[src/pcc_consts.svh]
// Purpose: named offsets, field positions, reset values of the channel
// Assumes: included by bare name after the package
// Notes: definitions only
`ifndef PCC_CONSTS_SVH
`define PCC_CONSTS_SVH

// ==========================================================
// register offsets (byte addresses, one word each)
`define PCC_OFF_CTRL1 8'h04
`define PCC_OFF_PERIOD 8'h10
`define PCC_OFF_PRESET 8'h14
`define PCC_OFF_EVENTS 8'h18
`define PCC_OFF_TRIG2 8'h1c
`define PCC_OFF_LEVELS 8'h20
`define PCC_OFF_STATUS 8'h24

// ==========================================================
// control register one field positions
`define PCC_F_PRESET 31
`define PCC_F_RECT 30
`define PCC_F_BURST 29
`define PCC_F_ADJ 28
`define PCC_F_DIV_HI 27
`define PCC_F_DIV_LO 24
`define PCC_F_SCALE_HI 23
`define PCC_F_SCALE_LO 21
`define PCC_F_EXT 20
`define PCC_F_BOTH 19
`define PCC_F_AUTO 18
`define PCC_F_UPD_HI 17
`define PCC_F_UPD_LO 16
`define PCC_F_OVR 15
`define PCC_F_GLOBAL 14
`define PCC_F_DIR_B 13
`define PCC_F_DIR_A 12
`define PCC_F_LVL_B 11
`define PCC_F_GPIO_B 10
`define PCC_F_LVL_A 9
`define PCC_F_GPIO_A 8
`define PCC_F_SFRAME 6
`define PCC_F_PBLK_B 5
`define PCC_F_PBLK_A 4
`define PCC_F_FINE_HI 3
`define PCC_F_FINE_LO 2

// ==========================================================
// reset values and codes
`define PCC_CTRL1_RST 32'h0001_8002
`define PCC_PERIOD_RST 16'h00ff
`define PCC_UPD_ANY 2'h0
`define PCC_FINE_FULL 5'h10
`define PCC_DUTY_MAX 16'hffff

`endif

[src/pcc_pkg.sv]
// Purpose: types shared by the channel control files
// Assumes: constants come from pcc_consts.svh
// Notes: state of the shaper and of the channel control is one packed struct each
package pcc_pkg;

   // ==========================================================
   // pin drive pair
   typedef struct packed {
      logic o;
      logic oe;
   } pcc_pin_t;

   // ==========================================================
   // single-step frame sequencer, gray along free-run-wait
   typedef enum logic [1:0] {
      FR_FREE = 2'b00,
      FR_RUN = 2'b01,
      FR_WAIT = 2'b11
   } pcc_frame_t;

   typedef struct packed {
      logic [31:0] ctrl1;
      logic [15:0] period;
      logic [15:0] preset;
      logic [31:0] evt_shadow;
      logic [31:0] evt_act;
      logic upd_pend;
      logic [15:0] trig2;
      logic [31:0] levels;
      logic [15:0] cnt;
      logic [3:0] div_cnt;
      logic sync_out;
      logic sample_req;
      pcc_pin_t pin_a;
      pcc_pin_t pin_b;
      logic limit_hold;
      logic cfg_err;
      logic burst_active;
      logic auto_active;
      pcc_frame_t frame;
      logic trig_last;
      logic [4:0] fine_phases;
      logic [31:0] prdata;
      logic pready;
      logic pslverr;
   } pcc_state_t;

   typedef struct packed {
      logic [15:0] duty;
   } pcc_shaper_t;

endpackage : pcc_pkg

[src/pcc_duty_shaper.sv]
// Purpose: scale and balance-adjust the control-law duty value
// Assumes: inputs synchronous to pclk
// Notes: result saturates to 0..ffff, one cycle of latency
`timescale 1ns/10ps
module pcc_duty_shaper
   import pcc_pkg::*;
(
   input wire logic pclk, // clock
   input wire logic presetn, // async reset, low
   input wire logic [15:0] law_duty, // control-law duty
   input wire logic [2:0] scale, // input scaling code
   input wire logic adjust_en, // balance adjust enable
   input wire logic signed [15:0] balance_corr, // balancing correction
   output logic [15:0] duty // shaped duty
);
   `include "pcc_consts.svh"

   pcc_shaper_t q;
   pcc_shaper_t d;
   logic [18:0] scaled;
   logic signed [20:0] sum;

   // ==========================================================
   // scaling and adjust
   always_comb begin
      case (scale)
         3'h1: scaled = {3'h0, law_duty} << 1;
         3'h3: scaled = {3'h0, law_duty} << 2;
         3'h5: scaled = {3'h0, law_duty} << 3;
         3'h2: scaled = {3'h0, law_duty >> 1};
         3'h4: scaled = {3'h0, law_duty >> 2};
         3'h6: scaled = {3'h0, law_duty >> 3};
         default: scaled = {3'h0, law_duty};
      endcase
      sum = $signed({2'h0, scaled});
      if (adjust_en) begin
         sum = sum + 21'(balance_corr);
      end
      // clamp rather than wrap: a wrapped duty would flip the output
      if (sum < 0) begin
         d.duty = 16'h0000;
      end else if (sum > $signed({5'h00, `PCC_DUTY_MAX})) begin
         d.duty = `PCC_DUTY_MAX;
      end else begin
         d.duty = sum[15:0];
      end
   end

   always_ff @(posedge pclk or negedge presetn) begin
      if (!presetn) begin
         q <= '0;
      end else begin
         q <= d;
      end
   end

   assign duty = q.duty;

endmodule : pcc_duty_shaper

[src/pcc_channel_ctrl.sv]
// Purpose: second control register of one pulse modulator channel
// Assumes: APB slave, one wait state, pins sampled on pclk
// Notes: control register one at 0x04, helper registers around it
//
// Contract
// - on sync, counter goes to zero, or to preset count when enabled
// - rectifier bit on switches synchronous rectifier mode for pin B
// - light-load burst detection only while its enable is set
// - balancing correction adjusts control-law duty only while enabled
// - sync out pulses once every N+1 switching cycles, 0 every cycle
// - scaling code multiplies or divides control-law value by 2/4/8
// - external sync slaves the counter only while enabled
// - multi/resonant limit acts on A active, or A or B when set
// - automatic mode switching only while its select bit is set
// - event update timing: any, end of period, trigger 2, or both
// - override clear checks events and refuses invalid ones
// - period source is own register or shared global period
// - direction bit clear drives pin, set makes it an input
// - general-purpose mode replaces modulated waveform on the pin
// - general-purpose pin driven to its static level bit
// - single frame: sample, one duty cycle, then wait trigger toggle
// - protection block bit keeps protection from turning pin off
// - fine step select gives 16, 8, 4 or 2 phases
`timescale 1ns/10ps
module pcc_channel_ctrl
   import pcc_pkg::*;
(
   input wire logic pclk, // 50 MHz clock
   input wire logic presetn, // async reset, low
   input wire logic psel, // apb select
   input wire logic penable, // apb enable
   input wire logic pwrite, // apb write
   input wire logic [7:0] paddr, // apb byte address
   input wire logic [31:0] pwdata, // apb write data
   output logic [31:0] prdata, // apb read data
   output logic pready, // apb ready
   output logic pslverr, // apb error, unmapped address
   input wire logic [15:0] law_duty, // control-law duty value
   input wire logic [15:0] balance_corr, // signed balance correction
   input wire logic [15:0] global_period, // shared period value
   input wire logic ext_sync, // external sync pulse
   input wire logic multi_mode, // multi or resonant mode selected
   input wire logic limit_fault, // cycle-by-cycle limit fault
   input wire logic async_prot, // protection turn-off request
   input wire logic frame_trigger, // single-frame trigger level
   input wire logic pin_a_i, // pin A level when input
   input wire logic pin_b_i, // pin B level when input
   output pcc_pin_t pin_a, // pin A drive and enable
   output pcc_pin_t pin_b, // pin B drive and enable
   output logic sync_out, // divided sync out pulse
   output logic sample_req, // converter sample request pulse
   output logic [4:0] fine_phases, // fine step phase count
   output logic rectifier_mode, // synchronous rectifier active
   output logic auto_mode // auto switched mode active
);
   `include "pcc_consts.svh"

   pcc_state_t q;
   pcc_state_t d;
   logic [15:0] duty;
   logic [15:0] per;
   logic [15:0] evt_rise;
   logic [15:0] evt_fall;
   logic access;
   logic wr;
   logic eop;
   logic sync_hit;
   logic gate;
   logic a_raw;
   logic b_raw;
   logic limit_act;
   logic upd_now;
   logic [3:0] div_n;
   logic [1:0] upd_mode;

   // ==========================================================
   // helpers
   function automatic logic reg_hit(input logic [7:0] a);
      case (a)
         `PCC_OFF_CTRL1, `PCC_OFF_PERIOD, `PCC_OFF_PRESET,
         `PCC_OFF_EVENTS, `PCC_OFF_TRIG2, `PCC_OFF_LEVELS,
         `PCC_OFF_STATUS: reg_hit = 1'b1;
         default: reg_hit = 1'b0;
      endcase
   endfunction : reg_hit

   function automatic logic in_window(input logic [15:0] c,
                                      input logic [15:0] lo,
                                      input logic [15:0] hi);
      in_window = (c >= lo) && (c < hi);
   endfunction : in_window

   function automatic pcc_pin_t drive_pin(input logic gpio_en,
                                          input logic level,
                                          input logic dir_in,
                                          input logic raw,
                                          input logic kill);
      pcc_pin_t p;
      p.oe = ~dir_in;
      if (gpio_en) begin
         p.o = level;
      end else begin
         p.o = raw & ~kill;
      end
      drive_pin = p;
   endfunction : drive_pin

   // ==========================================================
   // duty shaping
   pcc_duty_shaper u_shaper (
      .pclk(pclk),
      .presetn(presetn),
      .law_duty(law_duty),
      .scale(q.ctrl1[`PCC_F_SCALE_HI:`PCC_F_SCALE_LO]),
      .adjust_en(q.ctrl1[`PCC_F_ADJ]),
      .balance_corr(balance_corr),
      .duty(duty)
   );

   // ==========================================================
   // next state
   always_comb begin
      d = q;
      per = q.ctrl1[`PCC_F_GLOBAL] ? global_period : q.period;
      evt_rise = q.evt_act[15:0];
      evt_fall = q.evt_act[31:16];
      div_n = q.ctrl1[`PCC_F_DIV_HI:`PCC_F_DIV_LO];
      upd_mode = q.ctrl1[`PCC_F_UPD_HI:`PCC_F_UPD_LO];
      eop = ({1'b0, q.cnt} + 17'h00001) >= {1'b0, per};
      sync_hit = ext_sync & q.ctrl1[`PCC_F_EXT];

      // apb: access phase takes two cycles, pready from a flop
      access = psel & penable;
      wr = access & q.pready & pwrite & reg_hit(paddr);
      d.pready = access & ~q.pready;
      d.pslverr = 1'b0;
      if (access & ~q.pready) begin
         d.pslverr = ~reg_hit(paddr);
         case (paddr)
            `PCC_OFF_CTRL1: d.prdata = q.ctrl1;
            `PCC_OFF_PERIOD: d.prdata = {16'h0000, q.period};
            `PCC_OFF_PRESET: d.prdata = {16'h0000, q.preset};
            `PCC_OFF_EVENTS: d.prdata = q.evt_act;
            `PCC_OFF_TRIG2: d.prdata = {16'h0000, q.trig2};
            `PCC_OFF_LEVELS: d.prdata = q.levels;
            `PCC_OFF_STATUS: d.prdata = {q.cnt, 9'h000,
               pin_b_i, pin_a_i, q.frame == FR_WAIT, q.limit_hold,
               q.auto_active, q.burst_active, q.cfg_err};
            default: d.prdata = 32'h0000_0000;
         endcase
      end
      if (wr) begin
         case (paddr)
            `PCC_OFF_CTRL1: d.ctrl1 = pwdata;
            `PCC_OFF_PERIOD: d.period = pwdata[15:0];
            `PCC_OFF_PRESET: d.preset = pwdata[15:0];
            `PCC_OFF_TRIG2: d.trig2 = pwdata[15:0];
            `PCC_OFF_LEVELS: d.levels = pwdata;
            default: d.levels = q.levels;
         endcase
      end

      // single-step frame sequencer
      d.sample_req = 1'b0;
      d.trig_last = frame_trigger;
      case (q.frame)
         FR_FREE: begin
            if (q.ctrl1[`PCC_F_SFRAME]) begin
               d.frame = FR_RUN;
               d.sample_req = 1'b1;
            end
         end
         FR_RUN: begin
            if (!q.ctrl1[`PCC_F_SFRAME]) begin
               d.frame = FR_FREE;
            end else if (eop) begin
               d.frame = FR_WAIT;
            end
         end
         FR_WAIT: begin
            if (!q.ctrl1[`PCC_F_SFRAME]) begin
               d.frame = FR_FREE;
            end else if (frame_trigger != q.trig_last) begin
               d.frame = FR_RUN;
               d.sample_req = 1'b1;
            end
         end
         default: d.frame = FR_FREE;
      endcase

      // period counter
      if (q.frame == FR_WAIT) begin
         d.cnt = 16'h0000;
      end else if (sync_hit) begin
         d.cnt = q.ctrl1[`PCC_F_PRESET] ? q.preset : 16'h0000;
      end else if (eop) begin
         d.cnt = 16'h0000;
      end else begin
         d.cnt = q.cnt + 16'h0001;
      end

      // sync out divider, one pulse per div_n+1 periods
      d.sync_out = 1'b0;
      if (eop && q.frame != FR_WAIT) begin
         if (q.div_cnt >= div_n) begin
            d.div_cnt = 4'h0;
            d.sync_out = 1'b1;
         end else begin
            d.div_cnt = q.div_cnt + 4'h1;
         end
      end

      // light-load burst and auto switching, judged per period
      if (eop) begin
         d.burst_active = q.ctrl1[`PCC_F_BURST] &&
                          (duty < q.levels[15:0]);
         d.auto_active = q.ctrl1[`PCC_F_AUTO] &&
                         (duty < q.levels[31:16]);
      end
      if (!q.ctrl1[`PCC_F_BURST]) begin
         d.burst_active = 1'b0;
      end
      if (!q.ctrl1[`PCC_F_AUTO]) begin
         d.auto_active = 1'b0;
      end

      // raw waveforms
      gate = ~q.burst_active & ~q.limit_hold & (q.frame != FR_WAIT);
      a_raw = gate & (q.cnt < duty);
      if (q.ctrl1[`PCC_F_RECT]) begin
         b_raw = gate & ~(q.cnt < duty);
      end else begin
         b_raw = gate & in_window(q.cnt, evt_rise, evt_fall);
      end

      // cycle-by-cycle limit, held to end of period; set wins
      if (multi_mode | q.auto_active) begin
         limit_act = limit_fault &
                     (a_raw | (q.ctrl1[`PCC_F_BOTH] & b_raw));
      end else begin
         limit_act = limit_fault;
      end
      if (eop) begin
         d.limit_hold = 1'b0;
      end
      if (limit_act) begin
         d.limit_hold = 1'b1;
         a_raw = 1'b0;
         b_raw = 1'b0;
      end

      // event shadow and guarded update
      if (wr && paddr == `PCC_OFF_EVENTS) begin
         d.evt_shadow = pwdata;
         d.upd_pend = 1'b1;
      end
      upd_now = (upd_mode == `PCC_UPD_ANY) ||
                (upd_mode[0] && eop) ||
                (upd_mode[1] && q.cnt == q.trig2);
      if (q.upd_pend && upd_now) begin
         d.upd_pend = wr && paddr == `PCC_OFF_EVENTS;
         if (!q.ctrl1[`PCC_F_OVR] &&
             (q.evt_shadow[15:0] > q.evt_shadow[31:16] ||
              q.evt_shadow[31:16] > per)) begin
            d.cfg_err = 1'b1;
         end else begin
            d.evt_act = q.evt_shadow;
            d.cfg_err = 1'b0;
         end
      end

      // pin drive
      d.pin_a = drive_pin(q.ctrl1[`PCC_F_GPIO_A], q.ctrl1[`PCC_F_LVL_A],
                          q.ctrl1[`PCC_F_DIR_A], a_raw,
                          async_prot & ~q.ctrl1[`PCC_F_PBLK_A]);
      d.pin_b = drive_pin(q.ctrl1[`PCC_F_GPIO_B], q.ctrl1[`PCC_F_LVL_B],
                          q.ctrl1[`PCC_F_DIR_B], b_raw,
                          async_prot & ~q.ctrl1[`PCC_F_PBLK_B]);

      d.fine_phases = `PCC_FINE_FULL >>
                      q.ctrl1[`PCC_F_FINE_HI:`PCC_F_FINE_LO];
   end

   // ==========================================================
   // state register
   always_ff @(posedge pclk or negedge presetn) begin
      if (!presetn) begin
         q <= '0;
         q.ctrl1 <= `PCC_CTRL1_RST;
         q.period <= `PCC_PERIOD_RST;
         q.frame <= FR_FREE;
         q.fine_phases <= `PCC_FINE_FULL;
         q.pin_a.oe <= 1'b1;
         q.pin_b.oe <= 1'b1;
      end else begin
         q <= d;
      end
   end

   // ==========================================================
   // outputs
   assign prdata = q.prdata;
   assign pready = q.pready;
   assign pslverr = q.pslverr;
   assign pin_a = q.pin_a;
   assign pin_b = q.pin_b;
   assign sync_out = q.sync_out;
   assign sample_req = q.sample_req;
   assign fine_phases = q.fine_phases;
   assign rectifier_mode = q.ctrl1[`PCC_F_RECT];
   assign auto_mode = q.auto_active;

endmodule : pcc_channel_ctrl

[config.mk]
export PLATFORM = sky130hd
export DESIGN_NAME = pcc_channel_ctrl
export DESIGN_NICKNAME = d
export VERILOG_FILES = /design/src/pcc_pkg.sv /design/src/pcc_duty_shaper.sv /design/src/pcc_channel_ctrl.sv
export VERILOG_INCLUDE_DIRS = /design/src
export SDC_FILE = /design/constraint.sdc
export NUM_CORES = 1
export LEC_CHECK = 0
export ABC_AREA = 0
export ABC_CLOCK_PERIOD_IN_PS = 4700
export BUFFER_PORTS_ARGS = -buffer_cell sky130_fd_sc_hd__buf_2
export CELL_PAD_IN_SITES_DETAIL_PLACEMENT = 1
export CELL_PAD_IN_SITES_GLOBAL_PLACEMENT = 1
export CORE_MARGIN = 3
export CORE_UTILIZATION = 49
export CTS_BUF_LIST = sky130_fd_sc_hd__clkbuf_4
export DETAILED_ROUTE_END_ITERATION = 12
export PLACE_DENSITY_LB_ADDON = 0.1
export SYNTH_ARGS = -nofsm -noshare
export SYNTH_HDL_FRONTEND = slang
export SYNTH_SLANG_ARGS = --single-unit
[constraint.sdc]
create_clock -name pclk -period 4.7 [get_ports pclk]
set_input_delay 0.235 -clock pclk [delete_from_list [all_inputs] [get_ports pclk]]
set_output_delay 0.235 -clock pclk [all_outputs]
set_load 0.03 [all_outputs]
---- Yosys cells after proc, flatten, opt, wreduce, memory -nomap -nowiden ----
Index checks and enable logic that the tools add are counted.
storage, ports and cells
  input port bits ......................... 100
  register bits after elaboration ......... 265
cells by class
  reduce and logical (&&, ||, !) cells .... 25
  shift-type cells ........................ 1
  muxes and demuxes ....................... 40
  $lt $le $gt $ge ......................... 11
  equal/unequal tests ..................... 23
  bitwise logic cells ..................... 31
  add/subtract/negate cells ............... 4
operator list
  operator                                                      count
  case mux 32 bit (7 select lines)                              1
  case mux 19 bit (6 select lines)                              1
  2-to-1 mux 16 bit                                             7
  less-than comparator 16 bit                                   4
  == test 8 x 5 -> 1 bit (second input constant)                4
  > comparator 16 bit                                           2
  adder 20 x 16 -> 21 bit                                       1
  > comparator 21 x 17 -> 1 bit (second input constant)         1
  less-than comparator 21 x 1 -> 1 bit (second input constant)  1
  2-to-1 mux 1 bit                                              21
  2-to-1 mux 21 bit                                             1
  adder 16 x 1 -> 17 bit (second input constant)                1
  bitwise AND 1 bit                                             17
  greater-or-equal comparator 17 x 16 -> 1 bit                  1
  adder 16 x 1 -> 16 bit (second input constant)                1
  == test 16 bit                                                1
  == test 8 x 6 -> 1 bit (second input constant)                2
  greater-or-equal comparator 16 bit                            1
  2-to-1 mux 2 bit                                              6
  NOT 1 bit                                                     12
  AND reduction 2 bit                                           6
  == test 3 bit (second input constant)                         3
  logical AND 1 bit                                             9
  == test 8 x 3 -> 1 bit (second input constant)                1
  other kinds (22)                                              30

---- Logic depth before layout (Yosys ltp) ----
Gate-level depths: netlist of the first run.
  depth in word-level cells ............... 12
  mapped depth ............................ 19
  depth with buffers taken out ............ 15

---- By module ----
Synthesis of the first run repeated with hierarchy kept, for this count alone.
second synthesis, totals
  cells, all modules ...................... 1773
  area total of the unflattened synthesis .. 17108.9 um^2
by module, submodules not included
  module            cells each  times used  area each (um^2)
  pcc_channel_ctrl  1418        1           14366.3
  pcc_duty_shaper   355         1           2742.6

---- Least setup slack after synthesis of the first run ----
No wires, ideal clock.
  path type ............................... flip-flop to flip-flop
  from .................................... reg q[238] (netlist name)
  to ...................................... reg u_shaper.q (netlist bit u_shaper.duty[12])
  path buffers ............................ 5
  data arrival time ....................... 3.860 ns
  stages on the path, launching flop included .. 19
  setup slack ............................. 0.709 ns
  cells stage by stage .................... dfrtp_1 > clkbuf_1 > clkbuf_1 > buf_1 > o21ai_0 > nand2_1 > o31ai_1 > ha_1 > fa_1 > a211oi_1 > o211ai_1 > a311oi_1 > o21ai_0 > a31oi_1 > xnor2_1 > and2_1 > clkbuf_1 > buf_2 > a211oi_1
RTL lines
  item                  line                    RTL
  start, declared       pcc_channel_ctrl.sv:58  pcc_state_t q;
  end signal, assigned  pcc_duty_shaper.sv:51   q <= '0;
  end signal, assigned  pcc_duty_shaper.sv:53   q <= d;
  end, declared         pcc_duty_shaper.sv:18   pcc_shaper_t q;

---- Worst setup path in the final report of the first run ----
  from .................................... reg q[59] (netlist name)
  to ...................................... reg q[45] (netlist name)
between the ends
  longest elaborated chain between the ends .. 9
  elaborated cells on any way between the ends .. 17
  classes of those cells .................. 1 x add/sub; 4 x order compare; 3 x mux; 7 x bitwise; 2 x reduce/logical
RTL lines
  item
  branches (longest 9 deep; another with adder 16 x 1 -> 17 bit)
Parallel ways; which one is timed is not known.
A chain may end at the register's enable or synchronous reset.

==> flow_metrics.py, run 1 <==
metrics = {
    "yosys": {
        "yosys_warnings": 0,
        "syn-cell-area_um2": 16860,
        "synth_top_cell_area_share_pct": 37.10,
        "seq_area_frac_synth_pct": 39.28,
        "synth_area_per_cell_um2": 9.608,
        "synth_area_leaders": "dfrtp_1 (37%), ha_1 (12%), mux2_2 (6.3%)",
        "yosysUniqueCellTypes": 77,
        "synth_async_sr_flop_share_pct": 100.0,
        "synth_seq_cells": 264,
        "synth_fp_nets": 2011,
        "synth_flop_cell": "dfrtp_1",
        "syn-instance-count": 1755,
        "synth-edff-count": 0,
        "netlist.top_cell.by_area": "dfrtp_1",
    },
    "floorplan": {
        "die_y_um": 191.5,
        "die_w_um": 191.5,
        "pin_count": 147,
        "die_area_um2": 36670,
        "floorplan.initialDensity_pct": 50.03,
        "floorplan.core_area_um2": 33700,
        "floorplan.rows": 67,
    },
    "job": {
        "max_capacitance_violation_total": 0,
    },
    "cts": {
        "tritoncts_num_sinks": 264,
        "cts_tree": "yes",
        "clock_buffer_count_from_cts": 75,
        "clock_latency_ns": 0.75,
        "cts.htree.levels": 3,
        "cts-root-to-sink-buffers": 3,
        "setup_fix_bufs_post_cts": 0,
        "clk_pin_slew_worst_paths_ns": 0.07,
        "clockRootBuffer": "clkbuf_4",
    },
    "power_and_ir_drop": {
        "internal-power_mw": 3.663,
        "seqPwrFrac_pct": 45.6,
        "vdd.ir_drop.worst_uv": 238.5,
        "cellLeakagePower_nw": 9.754,
        "total_switching_power_mw": 1.554,
        "clock_power_share_pct": 40.2,
        "power.share.combinational_pct": 14.2,
        "switching_share_pct": 29.79,
        "cellPowerDensity_nw_per_um2": 271.8,
    },
    "sta": {
        "drv_slew": 0,
        "setup_repair_after_global_routing_missed_its_margin": "no",
        "tns_ns": 0,
        "timing_hold_violations_final": 0,
        "final.min_clock_period_ns": 4.491,
        "timing.clock.skew_ns": 0.05348,
        "max_slew.worst_pin.slew_ns": 1.253,
        "timing.fmax_mhz": 222.7,
        "max_slew_margin_pct": 15.83,
        "fraction_of_the_cycle_the_final_worst_path_needs_pct": 95.55,
        "timing.hold.ws_ns": 0.07311,
        "finalSetupViolations": 0,
    },
    "critical_path": {
        "critical_path.top_delay_family": "simple AND/OR/NAND/NOR gates",
        "critical_path.slowest_cell": "dfrtp_1",
        "critPathKind": "reg -> reg",
        "worstPathRequired_ns": 5.33,
        "timing.critical_path.cells": "and4_1 -> and3_1 -> and3_1 -> and3_1 -> nand4_1 -> xnor2_1 -> ha_1 -> nand4_1 -> nor4b_1 -> o21ai_1 -> and3_1 -> and2_1 -> a311o_1 -> dlygate4sd3_1",
        "timing.critical_path.arrival_ns": 5.12,
        "path_max_fanout": 9,
        "worst_path_largest_cell_delay_ns": 0.60,
        "critical_path.startpoint_type": "flop",
        "critical_path.most_common_cell": "and3_1",
        "crit_buf_inv": 1,
        "worstSetupEndpointType": "flop",
    },
    "route": {
        "dr_total_vias": 14720,
        "post-route-drc-count": 0,
        "drt-initial-drc-count": 855,
        "drt_pass1_iterations": 5,
        "drt.antenna.violating_nets": 0,
        "drt-vias-per-instance": 6.067,
        "wire_length_reported_by_the_detailed_router_um": 59740,
        "routed_wire_length_per_instance_um": 24.61,
    },
    "global_routing": {
        "globalRoute.totalOverflow": 0,
        "grt_max_degree": 142,
        "antenna_violations_before_repair": 2,
        "grt_pass1_wl_um": 91860,
        "globalRouteTotalUtil_pct": 33.06,
        "first_global_vias": 15720,
    },
    "placement": {
        "place.detailed.hpwl_um": 43570,
        "routabilityCongestion": 0.9228,
        "io_buffer_count": 145,
    },
    "finish": {
        "num-nets-final": 2183,
        "drive_above_1_share_pct": 21.18,
        "fillerInstances": 3915,
        "area_growth_syn_to_layout_pct": 13.82,
    },
    "run_status": {
        "run_status": "completed",
    },
    "hold_path": {
        "hp-class": "in -> reg",
    },
}
==> tightest hold or removal path, cell delays in order <==
cell      delay (ns)
buf_2           0.15
nor2_1          0.11
a21oi_1         0.09
nor2_1          0.12
a211oi_1        0.06
==> placed cells by master (no fill, tap or decap), types with 43 or more instances in the layout <==
master / netlist / layout
dfrtp_1: 250 / 250
nor2_1: 104 / 102
mux2i_1: 57 / 57
clkbuf_4: 0 / 111
o21ai_0: 128 / 128
mux2_2: 94 / 94
buf_2: 8 / 144
nand2_1: 152 / 152
a21o_1: 59 / 59
inv_1: 132 / 132
ha_1: 155 / 155
dlygate4sd3_1: 0 / 43
a21oi_1: 101 / 101
==> metal layers <==
metal	global-route usage (%)	wire (µm)
met5	0	13
met4	15.83	2860
met3	7.684	4187
met2	53.00	27560
met1	42.25	25120
==> Yosys cell counts (all sizes together), types with 19 or more instances <==
master and instances:
a21o 59, dfrtp 250, nand2 152, a22oi 32
ha 155, nand3 23, buf 60, a222oi 19
o21ai 129, clkbuf 66, a21oi 101, mux2 108
a211oi 28, inv 132, mux2i 57, xnor2 35
nand4 21, nor2 105
==> flip-flops by register name, indices dropped and copies added, names as in the netlist, 2 cells and up <==
signal and flops:
div_n 4, evt_fall 16, evt_rise 16, fine_phases 4, pin_a 2, pin_b 2, prdata 32, q 166
u_shaper.duty 16
==> final timing paths <==
kind / startpoint / end / slack (ns) / depth (start not counted)
worst max-delay path: q[59] / q[45] / 0.21 / 14
worst min-delay path: law_duty[6] / u_shaper.duty[6] / 0.07 / 5
worst max register to register: q[59] / q[45] / 0.21 / 14
worst min register to register: prdata[22] / prdata[22] / 0.47 / 1
max in group asynchronous: presetn / prdata[24] / 2.97 / 4
min in group asynchronous: presetn / q[193] / 0.54 / 3
==> power by group through the flow <==
stage	clock, mW	combinational [mW]	sequential (mW)
5_1_grt	2.28	0.815	2.39
3_3_place_gp	0	0.677	2.42
3_5_place_dp	0	0.698	2.42
2_1_floorplan	0	0.401	2.41
6_report	2.10	0.740	2.38
4_1_cts	2.15	0.737	2.38
==> per-stage QoR <==
stage / util (%) / cells / cell area [µm²] / power (mW) / worst slack (ns)
floorplan: - / 1755 / 16860 / 2.814 / 0.7095
global placement: 52.92 / 2254 / 17830 / 3.095 / 0.4927
detailed placement: 52.92 / 2254 / 17830 / 3.118 / 0.4255
CTS: 56.94 / 2426 / 19190 / 5.269 / 0.3092
global route: 56.95 / 2427 / 19190 / 5.481 / 0.01422
finish: 56.95 / 2427 / 19190 / 5.217 / 0.2093
==> kinds of logic (layout without fill, tap and decap cells) <==
kind of cell	count (synthesis)	after routing	synth area share, %
AND/OR/NAND/NOR	395	395	10.99
AO/OA/AOI/OAI	469	469	18.22
adder cells (fa/ha/maj)	156	156	11.62
buffers and inverters	258	481	6.827
other	1	2	0.02224
XOR/XNOR	47	47	2.441
flip-flops	264	264	39.28
multiplexers	165	165	10.60
==> timing repair <==
item	in CTS	in global routing
hold endpoints to repair	217	0
gates resized for setup	0	1
hold buffers	44	0
setup endpoints to repair	0	1
==> cell type report <==
class	instances	area, µm²	area share (%)
multi-input cells	1233	9129	47.56
flip-flops and latches	264	6624	34.51
repair buffers	221	1476	7.693
clock buffers	111	833.3	4.342
well taps	448	560.5	2.921
inverters	132	495.5	2.582
clock inverters	17	71.32	0.3716
diodes	1	2.502	0.01304
No activity file was read; power rests on OpenSTA's default activity.
==> run 2, diff against run 1 <==
Settings changed: CORE_UTILIZATION 49 to 47, CTS_BUF_LIST sky130_fd_sc_hd__clkbuf_4 to sky130_fd_sc_hd__clkbuf_4 sky130_fd_sc_hd__clkbuf_8 sky130_fd_sc_hd__clkbuf_16, RECOVER_POWER set to 100, SLEW_MARGIN set to 20.
==> flow_metrics.py, run 2 (synthesis results as in run 1) <==
metrics = {
    "power_and_ir_drop": {
        "total_switching_power_mw": 1.526,
        "clock_power_share_pct": 46.2,
        "internal-power_mw": 4.232,
        "cellLeakagePower_nw": 9.456,
        "power.share.combinational_pct": 12.5,
        "vdd.ir_drop.worst_uv": 321.2,
        "cellPowerDensity_nw_per_um2": 301.7,
        "switching_share_pct": 26.51,
        "seqPwrFrac_pct": 41.4,
    },
    "critical_path": {
        "worstSetupEndpointType": "flop",
        "r2r.worst_path.cells": 15,
        "critical_path.reg2reg.endpoint": "evt_rise[0]",
        "critical_path.slowest_cell": "dfrtp_1",
        "worst_path_largest_cell_delay_ns": 0.65,
        "critical_path.top_delay_family": "simple AND/OR/NAND/NOR gates",
        "path_max_fanout": 33,
        "timing.critical_path.arrival_ns": 4.92,
        "rr_startpoint": "q[58]",
        "critical_path.startpoint_type": "flop",
        "timing.critical_path.cells": "and4_1 -> and3_1 -> and3_1 -> and3_1 -> nand4_1 -> xnor2_1 -> ha_1 -> nand4_1 -> nor4b_1 -> o21ai_1 -> a41oi_1 -> a31oi_1 -> nor4b_4 -> buf_12 -> mux2_2",
        "crit_buf_inv": 1,
        "critical_path.most_common_cell": "and3_1",
        "critPathKind": "reg -> reg",
        "worstPathRequired_ns": 5.15,
        "r2r_slack_ns": 0.23,
    },
    "floorplan": {
        "die_y_um": 195.4,
        "floorplan.initialDensity_pct": 48.22,
        "pin_count": 147,
        "floorplan.rows": 68,
        "floorplan.core_area_um2": 34970,
        "die_area_um2": 38180,
        "die_w_um": 195.4,
    },
    "route": {
        "post-route-drc-count": 0,
        "drt-vias-per-instance": 6.094,
        "dr_total_vias": 14300,
        "routed_wire_length_per_instance_um": 25.60,
        "drt_pass1_iterations": 5,
        "drt-initial-drc-count": 830,
        "drt.antenna.violating_nets": 0,
        "wire_length_reported_by_the_detailed_router_um": 60050,
    },
    "finish": {
        "regMostFlops": "q",
        "antenna_cells_inserted": 0,
        "largest_register_ff_count": 166,
        "drive_above_1_share_pct": 16.02,
        "final_core_utilization_pct": 54.58,
        "area_growth_syn_to_layout_pct": 13.20,
        "num-nets-final": 2123,
        "most_used_cells_in_the_layout_excluding_fill_and_tap_cells": "dfrtp_1 (250), ha_1 (155), nand2_1 (152)",
        "layout.cells.most_common": "dfrtp_1",
    },
    "run_status": {
        "run_status": "complete, but fails checks",
        "failed_checks": "max-capacitance violations, max-slew violations",
    },
    "sta": {
        "finalSetupViolations": 0,
        "final.min_clock_period_ns": 4.475,
        "timing.fmax_mhz": 223.5,
        "max_slew_margin_pct": -140.3,
        "setup_repair_after_global_routing_missed_its_margin": "no",
        "tns_ns": 0,
        "layout_setup_ws_ns": 0.2255,
        "timing.clock.skew_ns": 0.01223,
        "timing_hold_violations_final": 0,
        "max_slew.worst_pin.slew_ns": 3.604,
        "drv_slew": 244,
        "fraction_of_the_cycle_the_final_worst_path_needs_pct": 95.20,
    },
    "placement": {
        "place.detailed.hpwl_um": 45220,
        "routabilityCongestion": 0.9115,
        "io_buffer_count": 145,
        "placement.setup.worst_slack_ns": 0.2743,
    },
    "global_routing": {
        "antenna_violations_before_repair": 1,
        "globalRouteTotalUtil_pct": 30.91,
        "globalRoute.totalOverflow": 0,
        "grt_pass1_wl_um": 91430,
        "first_global_vias": 15180,
        "grt_max_degree": 97,
    },
    "cts": {
        "tritoncts_num_sinks": 264,
        "clock_buffer_count_from_cts": 30,
        "cts-root-to-sink-buffers": 3,
        "clock_latency_ns": 0.57,
        "cts.htree.levels": 1,
        "setup_fix_bufs_post_cts": 0,
        "cts_tree": "yes",
        "clk_pin_slew_worst_paths_ns": 0.06,
        "clockRootBuffer": "clkbuf_16",
    },
    "hold_path": {
        "whs_path_depth": 3,
        "holdPathEnd": "q[77]",
        "hp-start": "pwdata[5]",
        "hp-class": "in -> reg",
    },
    "job": {
        "max_capacitance_violation_total": 4,
    },
}
run 2: changes by cell type in the layout (fill, tap and decap cells not counted), moves of 12 or more:
cell           before  now
clkinv_1           12    0
clkbuf_16           0   31
clkbuf_4          111    7
dlygate4sd3_1      43   24
buf_2             144   96
clkbuf_1            0   55
run 2: area by class of cell:
| cell class | count | area (µm²) |
|---|---|---|
| clock inverters | 13 | 227.7 |
| fillers | 3980 | 15880 |
| clock buffers | 43 | 903.4 |
| repair buffers | 206 | 1182 |
| multi-input cells | 1233 | 9085 |
| flip-flops and latches | 264 | 6624 |
| well taps | 455 | 569.3 |
| inverters | 132 | 495.5 |
run 2: worst max path at each step:
stage / from / depth (start not counted) / to / slack [ns]
3_5_place_dp: q[238] / 15 / u_shaper.duty[12] / 0.27
2_1_floorplan: q[238] / 18 / u_shaper.duty[12] / 0.71
3_3_place_gp: q[58] / 15 / evt_rise[0] / 0.35
4_1_cts: q[238] / 15 / u_shaper.duty[1] / 0.26
5_1_grt: q[58] / 15 / q[61] / 0.03
6_report: q[58] / 15 / evt_rise[0] / 0.23
run 2: repair_timing:
item | 4_1_cts | 5_1_grt
hold endpoints to repair | 137 | 0
endpoints found under the setup margin | 0 | 16
resized for setup | 0 | 2
hold buffers | 24 | 0
run 2: per-layer routing:
metal  vias to the layer above  track usage, %  share of wire (%)
met5                         -               0              0.022
met4                         2           13.15                4.8
met3                       114           5.487                5.8
met2                       406           50.58                 47
met1                      7293           40.44                 43
li1                       6481               -                  -
run 2: power groups by stage:
stage                     logic, mW  registers (mW)  clock network [mW]
after floorplan               0.401            2.41                   0
after CTS                     0.727            2.38                2.69
final                         0.717            2.38                2.66
after global placement        0.683            2.42                   0
after detailed placement      0.702            2.42                   0
after global routing          0.795            2.39                2.80
run 2: worst min-delay path: stages:
cell	delay [ns]
buf_2	0.16
nand2_1	0.08
o21ai_0	0.07
run 2: through the flow:
step,cells,total power [mW],area (µm²),hold slack [ns]
after global routing,2346,5.980,19090,0.01561
after floorplan,1755,2.814,16860,-0.06059
after detailed placement,2266,3.123,17860,0.3181
final,2346,5.758,19090,0.02481
after global placement,2266,3.101,17860,0.3173
after CTS,2346,5.800,19230,0.002533
==> run 3, diff against run 2 <==
--- a/config.mk
+++ b/config.mk
@@ -16,6 +16,7 @@
 export CTS_BUF_LIST = sky130_fd_sc_hd__clkbuf_4 sky130_fd_sc_hd__clkbuf_8 sky130_fd_sc_hd__clkbuf_16
 export DETAILED_ROUTE_END_ITERATION = 12
+export HOLD_SLACK_MARGIN = 0.12
 export PLACE_DENSITY_LB_ADDON = 0.1
-export RECOVER_POWER = 100
+export RECOVER_POWER = 25
 export SLEW_MARGIN = 20
 export SYNTH_ARGS = -nofsm -noshare
==> constraint.sdc (replaced) <==
create_clock -name pclk -period 4.7 [get_ports pclk]
set_input_delay 0.235 -clock pclk [delete_from_list [all_inputs] [get_ports pclk]]
set_output_delay 0.235 -clock pclk [all_outputs]
set_load 0.01 [all_outputs]
==> flow_metrics.py, run 3 (synthesis results as in run 1) <==
metrics = {
    "run_status": {
        "run_status": "complete, but fails checks",
        "failed_checks": "max-capacitance violations, max-slew violations",
    },
    "hold_path": {
        "hp-class": "in -> reg",
    },
    "placement": {
        "routabilityCongestion": 0.9115,
        "place.detailed.hpwl_um": 45220,
        "placed_cells": 2266,
        "io_buffer_count": 145,
    },
    "route": {
        "met3_wirelength_um": 3290,
        "route.met2.wl_um": 27900,
        "routed_wire_length_per_instance_um": 25.41,
        "wire_length_reported_by_the_detailed_router_um": 59920,
        "drt_pass1_iterations": 8,
        "met1Wirelength_um": 25980,
        "post-route-drc-count": 0,
        "dr_total_vias": 14340,
        "drt.antenna.violating_nets": 0,
        "top_layer_used": "met5",
        "drt-vias-per-instance": 6.082,
        "drt-initial-drc-count": 810,
    },
    "finish": {
        "antenna_cells_inserted": 0,
        "layout.cells.most_common": "dfrtp_1",
        "area_growth_syn_to_layout_pct": 14.64,
        "most_used_cells_in_the_layout_excluding_fill_and_tap_cells": "dfrtp_1 (250), ha_1 (155), nand2_1 (152)",
        "regMostFlops": "q",
        "largest_register_ff_count": 166,
        "drive_above_1_share_pct": 18.44,
        "final_core_utilization_pct": 55.28,
        "num-nets-final": 2135,
        "fillerInstances": 3935,
        "final-instance-count-excl-fill": 2358,
    },
    "cts": {
        "cts_tree": "yes",
        "tritoncts_num_sinks": 264,
        "clock_latency_ns": 0.57,
        "cts-root-to-sink-buffers": 3,
        "clk_pin_slew_worst_paths_ns": 0.06,
        "clockRootBuffer": "clkbuf_16",
        "cts.htree.levels": 1,
        "clock_buffer_count_from_cts": 30,
    },
    "sta": {
        "timing_hold_violations_final": 0,
        "final.min_clock_period_ns": 4.460,
        "max_slew_margin_pct": -70.78,
        "timing.fmax_mhz": 224.2,
        "fraction_of_the_cycle_the_final_worst_path_needs_pct": 94.88,
        "max_slew.worst_pin.slew_ns": 2.562,
        "timing.clock.skew_ns": 0.01232,
        "finalSetupViolations": 0,
        "drv_slew": 96,
        "setup_repair_after_global_routing_missed_its_margin": "no",
        "tns_ns": 0,
        "timing.hold.ws_ns": 0.1570,
    },
    "critical_path": {
        "timing.critical_path.arrival_ns": 4.91,
        "worstSetupEndpoint": "evt_rise[0]",
        "critical_path.reg2reg.endpoint": "evt_rise[0]",
        "critPathKind": "reg -> reg",
        "critical_path.startpoint_type": "flop",
        "path_max_fanout": 33,
        "worstPathRequired_ns": 5.15,
        "r2r_slack_ns": 0.24,
        "critical_path_source": "q[58]",
        "worstSetupEndpointType": "flop",
        "rr_startpoint": "q[58]",
        "r2r.worst_path.cells": 15,
    },
    "floorplan": {
        "floorplan.initialDensity_pct": 48.22,
        "floorplan.rows": 68,
        "die_y_um": 195.4,
        "pin_count": 147,
        "die_area_um2": 38180,
        "die_w_um": 195.4,
        "floorplan.core_area_um2": 34970,
    },
    "global_routing": {
        "grt_max_degree": 97,
        "grt_pass1_wl_um": 91690,
        "globalRoute.totalOverflow": 0,
        "first_global_vias": 15270,
        "antenna_violations_before_repair": 1,
        "globalRouteTotalUtil_pct": 30.98,
    },
    "power_and_ir_drop": {
        "internal-power_mw": 4.244,
        "vdd.ir_drop.worst_uv": 320.4,
        "cellPowerDensity_nw_per_um2": 297.4,
        "cellLeakagePower_nw": 9.685,
        "seqPwrFrac_pct": 41.4,
        "clock_power_share_pct": 46.3,
        "total_switching_power_mw": 1.506,
        "power.share.combinational_pct": 12.3,
        "switching_share_pct": 26.19,
    },
    "job": {
        "max_capacitance_violation_total": 1,
    },
}
==> run 3: changes by cell type in the layout (fill, tap and decap cells not counted), sizes merged <==
cell	delta
dlygate4sd3	+12
buf	+48
clkbuf	-48
==> run 3: worst min-delay path by stage <==
stage                     cells past startpoint       startpoint                to
final                                         4  balance_corr[0]  u_shaper.duty[0]
after global routing                          4  balance_corr[0]  u_shaper.duty[0]
after CTS                                     4  balance_corr[0]  u_shaper.duty[0]
after detailed placement                      1          presetn        prdata[14]
after global placement                        1          presetn        prdata[14]
after floorplan                               0          presetn         auto_mode
==> run 3: critical path, stage by stage (launching register included) <==
cell,delay [ns]
dfrtp_1,0.64
and4_1,0.37
and3_1,0.23
and3_1,0.16
and3_1,0.22
nand4_1,0.13
xnor2_1,0.19
ha_1,0.34
nand4_1,0.10
nor4b_1,0.40
o21ai_1,0.16
a41oi_1,0.23
a31oi_1,0.12
nor4b_4,0.37
buf_12,0.29
mux2_2,0.37
==> run 3: per-stage QoR <==
stage | power, mW | instance area, µm² | setup WS, ns
2_1_floorplan | 2.792 | 16860 | 0.7095
3_3_place_gp | 3.079 | 17860 | 0.3527
3_5_place_dp | 3.101 | 17860 | 0.2743
4_1_cts | 5.785 | 19350 | 0.2580
5_1_grt | 5.972 | 19330 | 0.03162
6_report | 5.750 | 19330 | 0.2405
==> run 3: routing by layer <==
metal  up-vias  GRT usage (%)
met4         2          13.02
met5         -              0
met1      7338          40.67
met2       379          50.67
li1       6512              -
met3       110          5.452
==> run 3: layout make-up <==
| class | instances | area [µm²] | share of cell area, % |
|---|---|---|---|
| multi-input cells | 1233 | 9125 | 47.21 |
| flip-flops and latches | 264 | 6624 | 34.27 |
| repair buffers | 218 | 1385 | 7.166 |
| clock buffers | 43 | 903.4 | 4.673 |
| well taps | 455 | 569.3 | 2.945 |
| inverters | 132 | 495.5 | 2.563 |
| clock inverters | 13 | 227.7 | 1.178 |
==> run 3: power groups by stage <==
| stage | Combinational, mW | Sequential (mW) | Clock (mW) |
|---|---|---|---|
| 6_report | 0.708 | 2.38 | 2.66 |
| 5_1_grt | 0.787 | 2.39 | 2.80 |
| 4_1_cts | 0.712 | 2.38 | 2.69 |
| 3_5_place_dp | 0.679 | 2.42 | 0 |
| 3_3_place_gp | 0.660 | 2.42 | 0 |
| 2_1_floorplan | 0.388 | 2.40 | 0 |
==> run 3: timing repair <==
item                                   CTS  global route
setup endpoints to repair                0            16
hold buffers                            36             0
buffers inserted                         0             0
resized for setup                        0             2
endpoints found under the hold margin  224             0
